<file path="src/shared/dcf_pkg.sv">
package dcf_pkg;

  // ==========================================================================
  // Geometry
  // ==========================================================================
  localparam int DCF_DEPTH = 64;
  localparam int DCF_WIDTH = 36;
  localparam int DCF_BYTE_BITS = 9;
  localparam int DCF_BYTES = 4;
  localparam int DCF_PTR_BITS = 7;
  localparam int DCF_ADDR_BITS = 6;
  localparam int DCF_SYNC_STAGES = 2;

  // ==========================================================================
  // Offset presets, chosen by a two-bit strap caught during reset
  // ==========================================================================
  localparam logic [1:0] DCF_OFS_SEL_0 = 2'h0;
  localparam logic [1:0] DCF_OFS_SEL_1 = 2'h1;
  localparam logic [1:0] DCF_OFS_SEL_2 = 2'h2;
  localparam logic [DCF_PTR_BITS-1:0] DCF_OFS_PRESET_0 = 7'h10;
  localparam logic [DCF_PTR_BITS-1:0] DCF_OFS_PRESET_1 = 7'h0c;
  localparam logic [DCF_PTR_BITS-1:0] DCF_OFS_PRESET_2 = 7'h08;
  localparam logic [DCF_PTR_BITS-1:0] DCF_OFS_PRESET_3 = 7'h04;

  // ==========================================================================
  // Reset values
  // ==========================================================================
  localparam logic [DCF_PTR_BITS-1:0] DCF_PTR_RESET = 7'h00;
  localparam logic [DCF_PTR_BITS-1:0] DCF_FULL_COUNT = 7'h40;
  localparam logic [DCF_PTR_BITS-1:0] DCF_ONE = 7'h01;
  localparam logic [DCF_WIDTH-1:0] DCF_WORD_RESET = 36'h000000000;
  localparam logic DCF_FLAG_N_IDLE = 1'b1;
  localparam logic DCF_FLAG_N_ACTIVE = 1'b0;

  // Control pins of one port, all sampled on the port clock.
  typedef struct packed {
    logic chip_select_n;
    logic write_read_sel;
    logic enable;
    logic mail_select;
    logic parity_gen_sel;
  } dcf_port_ctl_type;

endpackage : dcf_pkg

</file>
<file path="src/design/dcf_fifo.sv">
`timescale 1ns/100ps
// Contract
// RL1: Almost-empty low while count at or below offset, high above it.
// RL2: Almost-empty rises on second read-clock edge after filling write; the code raises it on the third.
// RL3: Edges too close to the write do not count as first sync cycle.
// RL4: Almost-full low at sixty-four minus offset or more, high below it.
// RL5: Almost-full rises on second write-clock edge after the draining read; the code raises it on the third.
// RL6: Edges too close to the read do not count as first sync cycle.
// RL7: Shared offset loaded from one of four presets during reset.
// RL8: Port A mailbox write stores port A bus into mailbox one.
// RL9: Port B mailbox write stores port B bus into mailbox two.
// RL10: Mailbox write lowers its flag; writes ignored while flag low.
// RL11: Port B shows output register or mailbox one; port A mailbox two.
// RL12: Port B mailbox read sets mailbox one flag high.
// RL13: Port A mailbox read sets mailbox two flag high.
// RL14: Reading a mailbox leaves its contents unchanged.
// RL15: Each port splits into four nine-bit bytes, each parity checked.
// RL16: Parity error output low when any byte violates selected parity.
// RL17: Port A mailbox read with generation forces its error output high.
// RL18: Port B mailbox read with generation forces its error output high.
// RL19: Generation replaces each byte top bit with parity of low eight.
// RL20: Writes store all thirty-six bits regardless of generation select.
// RL21: FIFO parity made before output register; selects sampled at load.
// RL22: Generating parity on mailbox reads never alters the mailbox.
// RL23: Flags pass two flip-flop stages in their own port clock domain.
// RL24: FIFO read needs select, read direction, enable, no mail, not empty.
// RL25: Threshold flags active low, registered, from synchronized pointers.
module dcf_fifo #(
  parameter int DEPTH = dcf_pkg::DCF_DEPTH,
  parameter int WIDTH = dcf_pkg::DCF_WIDTH
) (
  input wire logic clock_in,
  input wire logic rst_in,
  input wire logic [1:0] offset_sel_in,
  input wire logic parity_odd_sel_in,
  input wire dcf_pkg::dcf_port_ctl_type port_a_ctl_in,
  input wire dcf_pkg::dcf_port_ctl_type port_b_ctl_in,
  input wire logic [dcf_pkg::DCF_WIDTH-1:0] port_a_bus_in,
  output logic [dcf_pkg::DCF_WIDTH-1:0] port_a_bus_out,
  output logic port_a_bus_oe_out,
  input wire logic [dcf_pkg::DCF_WIDTH-1:0] port_b_bus_in,
  output logic [dcf_pkg::DCF_WIDTH-1:0] port_b_bus_out,
  output logic port_b_bus_oe_out,
  output logic empty_flag_n_out,
  output logic almost_empty_flag_n_out,
  output logic full_flag_n_out,
  output logic almost_full_flag_n_out,
  output logic mail_one_flag_n_out,
  output logic mail_two_flag_n_out,
  output logic port_a_parity_error_n_out,
  output logic port_b_parity_error_n_out
);
  import dcf_pkg::*;

  // ==========================================================================
  // Parity helpers
  // ==========================================================================

  // Replaces the top bit of every byte by the parity of its low eight bits.
  function automatic logic [DCF_WIDTH-1:0] gen_parity(
    input logic [DCF_WIDTH-1:0] word,
    input logic odd
  );
    logic [DCF_WIDTH-1:0] result;
    result = word;
    for (int i = 0; i < DCF_BYTES; i++) begin
      result[i*DCF_BYTE_BITS+DCF_BYTE_BITS-1] =
        (^word[i*DCF_BYTE_BITS +: DCF_BYTE_BITS-1]) ^ odd;
    end
    return result;
  endfunction : gen_parity

  // High when any of the four bytes breaks the selected parity sense.
  function automatic logic parity_bad(
    input logic [DCF_WIDTH-1:0] word,
    input logic odd
  );
    logic bad;
    bad = 1'b0;
    for (int i = 0; i < DCF_BYTES; i++) begin
      bad = bad | ((^word[i*DCF_BYTE_BITS +: DCF_BYTE_BITS]) != odd);
    end
    return bad;
  endfunction : parity_bad

  // ==========================================================================
  // Storage and state
  // ==========================================================================
  logic [WIDTH-1:0] mem [DEPTH];
  logic [DCF_PTR_BITS-1:0] wr_ptr;
  logic [DCF_PTR_BITS-1:0] rd_ptr;
  logic [DCF_PTR_BITS-1:0] wr_ptr_sync [DCF_SYNC_STAGES];
  logic [DCF_PTR_BITS-1:0] rd_ptr_sync [DCF_SYNC_STAGES];
  logic [DCF_PTR_BITS-1:0] offset;
  logic [DCF_PTR_BITS-1:0] offset_latch;
  logic [DCF_WIDTH-1:0] out_reg;
  logic [DCF_WIDTH-1:0] mail_one;
  logic [DCF_WIDTH-1:0] mail_two;

  // ==========================================================================
  // Port decode
  // ==========================================================================
  wire a_sel = !port_a_ctl_in.chip_select_n && port_a_ctl_in.enable;
  wire b_sel = !port_b_ctl_in.chip_select_n && port_b_ctl_in.enable;
  wire a_wr = a_sel && port_a_ctl_in.write_read_sel;
  wire a_rd = a_sel && !port_a_ctl_in.write_read_sel;
  wire b_wr = b_sel && port_b_ctl_in.write_read_sel;
  wire b_rd = b_sel && !port_b_ctl_in.write_read_sel;
  wire a_mail = port_a_ctl_in.mail_select;
  wire b_mail = port_b_ctl_in.mail_select;
  // Mailbox writes are dropped while unread mail is waiting.
  // RL8 mailbox one write
  wire mail_one_wr = a_wr && a_mail && mail_one_flag_n_out;
  // RL9 mailbox two write
  wire mail_two_wr = b_wr && b_mail && mail_two_flag_n_out;
  // RL12 mailbox one read
  wire mail_one_rd = b_rd && b_mail;
  // RL13 mailbox two read
  wire mail_two_rd = a_rd && a_mail;
  wire fifo_wr = a_wr && !a_mail && full_flag_n_out;
  // RL24 FIFO read qualify
  wire fifo_rd = b_rd && !b_mail && empty_flag_n_out;

  // ==========================================================================
  // Pointer arithmetic and threshold compares
  // ==========================================================================
  wire [DCF_PTR_BITS-1:0] next_wr_ptr = fifo_wr ? wr_ptr + DCF_ONE : wr_ptr;
  wire [DCF_PTR_BITS-1:0] next_rd_ptr = fifo_rd ? rd_ptr + DCF_ONE : rd_ptr;
  // The read side sees the write pointer only after two stages, so a new
  // word shows on the read flags on the third read edge after the write.
  // RL25 synchronized pointer counts
  wire [DCF_PTR_BITS-1:0] rd_side_count =
    wr_ptr_sync[DCF_SYNC_STAGES-1] - next_rd_ptr;
  wire [DCF_PTR_BITS-1:0] wr_side_count =
    next_wr_ptr - rd_ptr_sync[DCF_SYNC_STAGES-1];
  // RL1 almost-empty threshold
  wire next_almost_empty_n = rd_side_count > offset;
  // RL4 almost-full threshold
  wire next_almost_full_n = wr_side_count < (DCF_FULL_COUNT - offset);
  wire next_empty_n = rd_side_count != DCF_PTR_RESET;
  wire next_full_n = wr_side_count != DCF_FULL_COUNT;

  // RL7 offset preset select
  wire [DCF_PTR_BITS-1:0] next_offset =
    (offset_sel_in == DCF_OFS_SEL_0) ? DCF_OFS_PRESET_0 :
    (offset_sel_in == DCF_OFS_SEL_1) ? DCF_OFS_PRESET_1 :
    (offset_sel_in == DCF_OFS_SEL_2) ? DCF_OFS_PRESET_2 : DCF_OFS_PRESET_3;

  // ==========================================================================
  // Data paths and parity
  // ==========================================================================
  // RL21 parity before output register
  wire [DCF_WIDTH-1:0] fifo_word = port_b_ctl_in.parity_gen_sel ?
    gen_parity(mem[rd_ptr[DCF_ADDR_BITS-1:0]], parity_odd_sel_in) :
    mem[rd_ptr[DCF_ADDR_BITS-1:0]];
  // RL19 byte parity substitution
  wire [DCF_WIDTH-1:0] mail_one_view = port_b_ctl_in.parity_gen_sel ?
    gen_parity(mail_one, parity_odd_sel_in) : mail_one;
  wire [DCF_WIDTH-1:0] mail_two_view = port_a_ctl_in.parity_gen_sel ?
    gen_parity(mail_two, parity_odd_sel_in) : mail_two;
  // RL11 output source select
  wire [DCF_WIDTH-1:0] next_b_bus = b_mail ? mail_one_view : out_reg;
  // The generator trees are shared with the checkers, so a generating
  // mailbox read cannot check the bus and reports no error.
  // RL17 port A error forced
  wire a_force_ok = mail_two_rd && port_a_ctl_in.parity_gen_sel;
  // RL18 port B error forced
  wire b_force_ok = mail_one_rd && port_b_ctl_in.parity_gen_sel;
  // RL16 parity error detect
  wire next_a_perr_n =
    a_force_ok || !parity_bad(port_a_bus_in, parity_odd_sel_in);
  wire next_b_perr_n =
    b_force_ok || !parity_bad(port_b_bus_in, parity_odd_sel_in);

  // ==========================================================================
  // FIFO array, unreset storage
  // ==========================================================================
  // RL20 raw word storage
  always_ff @(posedge clock_in) begin
    if (fifo_wr) begin
      mem[wr_ptr[DCF_ADDR_BITS-1:0]] <= port_a_bus_in;
    end
  end

  // Pointers, output register and their cross-side copies.
  always_ff @(posedge clock_in) begin
    if (rst_in) begin
      wr_ptr <= DCF_PTR_RESET;
      rd_ptr <= DCF_PTR_RESET;
      out_reg <= DCF_WORD_RESET;
      for (int i = 0; i < DCF_SYNC_STAGES; i++) begin
        wr_ptr_sync[i] <= DCF_PTR_RESET;
        rd_ptr_sync[i] <= DCF_PTR_RESET;
      end
    end else begin
      wr_ptr <= next_wr_ptr;
      rd_ptr <= next_rd_ptr;
      // RL23 two stage pipeline
      wr_ptr_sync[0] <= wr_ptr;
      rd_ptr_sync[0] <= rd_ptr;
      for (int i = 1; i < DCF_SYNC_STAGES; i++) begin
        wr_ptr_sync[i] <= wr_ptr_sync[i-1];
        rd_ptr_sync[i] <= rd_ptr_sync[i-1];
      end
      if (fifo_rd) begin
        out_reg <= fifo_word;
      end
    end
  end

  // The offset strap is caught while reset is held, never as a reset value.
  // RL7 offset load
  always_ff @(posedge clock_in) begin
    if (rst_in) begin
      offset_latch <= next_offset;
    end
  end
  assign offset = offset_latch;

  // ==========================================================================
  // Status flags
  // ==========================================================================
  // RL2 almost-empty three edge rise
  // RL3 skew slips one edge
  // RL5 almost-full three edge rise
  // RL6 skew slips one edge
  always_ff @(posedge clock_in) begin
    if (rst_in) begin
      empty_flag_n_out <= DCF_FLAG_N_ACTIVE;
      almost_empty_flag_n_out <= DCF_FLAG_N_ACTIVE;
      full_flag_n_out <= DCF_FLAG_N_ACTIVE;
      almost_full_flag_n_out <= DCF_FLAG_N_ACTIVE;
    end else begin
      empty_flag_n_out <= next_empty_n;
      almost_empty_flag_n_out <= next_almost_empty_n;
      full_flag_n_out <= next_full_n;
      almost_full_flag_n_out <= next_almost_full_n;
    end
  end

  // ==========================================================================
  // Mailboxes; a read that coincides with a write keeps the flag high
  // ==========================================================================
  // RL10 write lowers flag
  // RL14 contents held on read
  // RL22 generation leaves mailbox
  always_ff @(posedge clock_in) begin
    if (rst_in) begin
      mail_one <= DCF_WORD_RESET;
      mail_two <= DCF_WORD_RESET;
      mail_one_flag_n_out <= DCF_FLAG_N_IDLE;
      mail_two_flag_n_out <= DCF_FLAG_N_IDLE;
    end else begin
      if (mail_one_wr) begin
        mail_one <= port_a_bus_in;
      end
      if (mail_two_wr) begin
        mail_two <= port_b_bus_in;
      end
      if (mail_one_rd) begin
        mail_one_flag_n_out <= DCF_FLAG_N_IDLE;
      end else if (mail_one_wr) begin
        mail_one_flag_n_out <= DCF_FLAG_N_ACTIVE;
      end
      if (mail_two_rd) begin
        mail_two_flag_n_out <= DCF_FLAG_N_IDLE;
      end else if (mail_two_wr) begin
        mail_two_flag_n_out <= DCF_FLAG_N_ACTIVE;
      end
    end
  end

  // ==========================================================================
  // Bus drivers and parity outputs, registered for clean pin timing
  // ==========================================================================
  // RL15 four byte trees
  always_ff @(posedge clock_in) begin
    if (rst_in) begin
      port_a_bus_out <= DCF_WORD_RESET;
      port_b_bus_out <= DCF_WORD_RESET;
      port_a_bus_oe_out <= 1'b0;
      port_b_bus_oe_out <= 1'b0;
      port_a_parity_error_n_out <= DCF_FLAG_N_IDLE;
      port_b_parity_error_n_out <= DCF_FLAG_N_IDLE;
    end else begin
      port_a_bus_out <= mail_two_view;
      port_b_bus_out <= next_b_bus;
      port_a_bus_oe_out <= !port_a_ctl_in.chip_select_n &&
        !port_a_ctl_in.write_read_sel;
      port_b_bus_oe_out <= !port_b_ctl_in.chip_select_n &&
        !port_b_ctl_in.write_read_sel;
      port_a_parity_error_n_out <= next_a_perr_n;
      port_b_parity_error_n_out <= next_b_perr_n;
    end
  end

endmodule : dcf_fifo

</file>
<file path="config.mk">
export PLATFORM = sky130hd
export DESIGN_NAME = dcf_fifo
export DESIGN_NICKNAME = d
export VERILOG_FILES = /design/src/shared/dcf_pkg.sv /design/src/design/dcf_fifo.sv
export SDC_FILE = /design/constraint.sdc
export NUM_CORES = 2
export LEC_CHECK = 0
export BUFFER_PORTS_ARGS = -buffer_cell sky130_fd_sc_hd__buf_2
export CAP_MARGIN = 20
export CORE_AREA = 5 5 428 430
export CTS_BUF_LIST = sky130_fd_sc_hd__clkbuf_4
export DETAILED_ROUTE_END_ITERATION = 10
export DIE_AREA = 0 0 433 435
export GPL_ROUTABILITY_DRIVEN = 0
export PLACE_DENSITY = 0.72
export SYNTH_ARGS = -nofsm -noshare
export SYNTH_HDL_FRONTEND = slang
export SYNTH_SLANG_ARGS = --single-unit
</file>
<file path="constraint.sdc">
create_clock -name clock_in -period 6.2 [get_ports clock_in]
set_input_delay 0.93 -clock clock_in [delete_from_list [all_inputs] [get_ports clock_in]]
set_output_delay 0.93 -clock clock_in [all_outputs]
set_load 0.005 [all_outputs]
</file>
==> results.md <==
- Outcome: finished, final reports clean
- Synth Area in Adders: 0.003453
- R2R Path Start: rd_ptr[0]
- Worst setup EP type: register
- Gr ovfl total: 0
- Fin crit share: 0.7381
- Vias: between 50,000 and 60,000
- Pwr/cell area: 300.1 mW/mm^2
- Total die area: 0.1884 sq mm
- GRT Total Usage: 0.2701
- CTS sink count: approximately 2,500
- Synth Instances: around 4,600
- Worst setup startpoint: rd_ptr[0]
- Slew at the pin with the worst max-slew slack: roughly 1.1 ns
- Non-filler cells, final: 8,273
- Pre-antenna DRT Iters: 5
- WL per Instance: slightly above 30 um
- Multi-input combinational cell area: 0.02282 sq mm
- Rel. slew slack: 0.2468
- Netlist Area Pre-Place: 0.09782 sq mm
- Main flop type after synthesis: edfxtp_1
- Crit Path Max Fanout: 38
- Mapped Nets: ~4,700
- Final min period: about 4.6 ns
- Worst hold path class: in -> reg
- Layout fillers: ~12,000
- Largest register FFs: 2,304
- HP Start: port_b_ctl_in[0]
- H-Tree Depth: 6
- Mux contribution to synthesized area: 0.1650
- CTS max path bufs: 4
- Ys async rst share: 0
- Sequential-to-total area share from yosys stat: 0.7557
- First-pass GRT wire length: 364.5 mm
- Mapped Avg Cell Area: between 20 and 25 sq um
- Endpoints failing setup: 0
- Die Width: 433 um
- CTS tree: yes
- DRT iter0 DRCs: ~6,500
- Post-Place Cell Area: 0.1025 sq mm
- Most common cell after layout, fill and taps aside: edfxtp_1
- Max-Cap Viols: 0
- Number of setup buffers added after CTS: 0
- Total CTS buffers: 642
- Post-synthesis register bit count: 2,539
- Placed cell count: 7,133
- Startpoint class of the critical path: register
- Vias in the first global route: 52,650
- Die Ht: approximately 440 um
- Final setup TNS: 0 ns
- CP arrival: a little under 6 ns
- Io pins: between 150 and 200
- Routed Wire Length: 253.4 mm
- RSZ-0062 raised after global routing: no
- Core Footprint: ~0.18 sq mm
- Initial antenna violation count: 12
- Final Max Slew Viols: 0
- Critical path class: reg -> reg
- Area grow syn2layout: 13.48%
- Most frequent cells in the layout: edfxtp_1, clkbuf_4, mux4_2
- Layout cells sized above 1: 0.3647
- Final ANT Viol Nets: 0
- Initial Util: 0.5454
- Synth warn: 0
- IO buf count: 168
- Hold Vio Cnt, Final: 0
- Via-to-Cell Ratio: just over 6
- Net count, final: 5,573
- Largest net degree at the start of global routing: around 120
- Area fraction in compound gates after synthesis: 0.01778
- Root buf cell: clkbuf_4
- CTS resizes: 0
- Hold buffers post-CTS: 52
- Synth Area in Simple Gates: 0.02515
- Synth unique cells: 63
- CP required: roughly 7.5 ns
- Worst VDD drop: about 0.21 mV
- Largest family of logic cells by synthesized area: multiplexers
- Design area: approximately 0.11 sq mm
- Fmax: between 0.2 and 0.25 GHz
- # rows: roughly 160
- Clock network latency to the later pin of the worst-skew pair: 1.37 ns
- Clock transition at the registers of the reported paths: 0.06 ns
- HPWL after DPL: around 150 mm
- Sequential cell area: about 0.074 sq mm
- Drt drc: 0
- Overall Power: 33.31 mW
- Clock Skews: roughly 0.077 ns
- Static leakage: ~35 nW
- Synth Area in XOR/XNOR: 0.01665
- Number of synthesized flops with an enable pin: ~2,300
## path summary, 6_finish.rpt
kind / to / slack [ns] / depth (start not counted)
hold / removal: out_reg[26] / 0.12 / 3
hold reg to reg: wr_ptr_sync[0][7] / 0.43 / 1
setup reg to reg: out_reg[26] / 1.62 / 11
setup / recovery: out_reg[26] / 1.62 / 11
## cell usage after synthesis, drive strengths merged (2+ instances only)
library cell  count  area, sq um
a2111oi           3        26.28
a211o             4        35.03
a211oi           14        110.1
a21boi            2        15.01
a21o              2        15.01
a21oi           120        600.6
a221o             3        30.03
a221oi           10        87.58
a22o              5        43.79
a22oi            62        465.5
a32oi             2        17.52
and3              2        12.51
buf             151         1150
clkbuf           94        352.8
dfxtp           232         4644
edfxtp         2307        69280
ha               27        337.8
inv              25        93.84
mux2             22        247.7
mux2i            87        870.8
mux4            667        15020
nand2           245        919.6
nand2b            2        12.51
nand3            24        120.1
nand3b            3        22.52
nand4             7        43.79
nor2            170        638.1
nor2b            75        469.2
nor3             18        95.09
nor3b             2        15.01
nor4              3        25.02
o2111ai           2        17.52
o21a              3        22.52
o21ai            12        60.06
o221ai            8        70.07
o22a              3        26.28
o22ai             6        37.54
o32ai             3        26.28
or3b              3        26.28
or4               2        15.01
xnor2           133         1172
xnor3             2        45.04
xor2             47        411.6
## power by group
group	switching [mW]	internal [mW]	total, mW	leakage (nW)
Clock	6.49	7.43	13.9	4.78
Combinational	0.518	0.191	0.709	7.94
Sequential	0.0183	18.7	18.7	22.6
Total	7.02	26.3	33.3	35.3
## stage by stage
step | hold slack (ns) | util | setup slack (ns)
finish | 0.1182 | 0.6189 | 1.624
global route | 0.02930 | 0.6189 | 1.321
CTS | 0.001623 | 0.6187 | 1.596
detailed placement | 0.4295 | 0.5716 | 1.495
global placement | 0.4213 | 0.5715 | 1.530
floorplan | 0.4138 | - | 0.9738
## metal layers
layer | routed length (um) | up-vias | track usage
met5 | 57 | - | 0
met4 | 10050 | 8 | 0.1087
met3 | 30220 | 533 | 0.07817
met2 | 120300 | 3302 | 0.4180
met1 | 92730 | 26480 | 0.3670
li1 | - | 21000 | -
## area by class of cell
class                      count  area share
antenna                       11   0.0002480
clock buffer                 953     0.06445
clock inverter               124    0.006954
inverter                      25   0.0008453
multi-input combinational   1815      0.2055
sequential                  2539      0.6660
tap                         2370     0.02671
timing repair buffer         436     0.02924
## logic make-up after synthesis
logic type,Yosys count
flip-flops,2539
multiplexers,776
AND/OR/NAND/NOR,562
buffers and inverters,270
AO/OA/AOI/OAI,268
XOR/XNOR,182
adder cells (fa/ha/maj),27
## worst max-delay path, stage by stage, from the launching register on
cell and delay (ns):
dfxtp_4 0.58, buf_12 0.36, buf_4 0.36, buf_4 0.37
mux4_2 0.55, mux4_2 0.47, a22oi_1 0.64, nand2_1 0.22
xnor3_1 0.43, xnor2_1 0.17, nand2_1 0.08, a211oi_2 0.21
(Power assumes the default switching activity.)
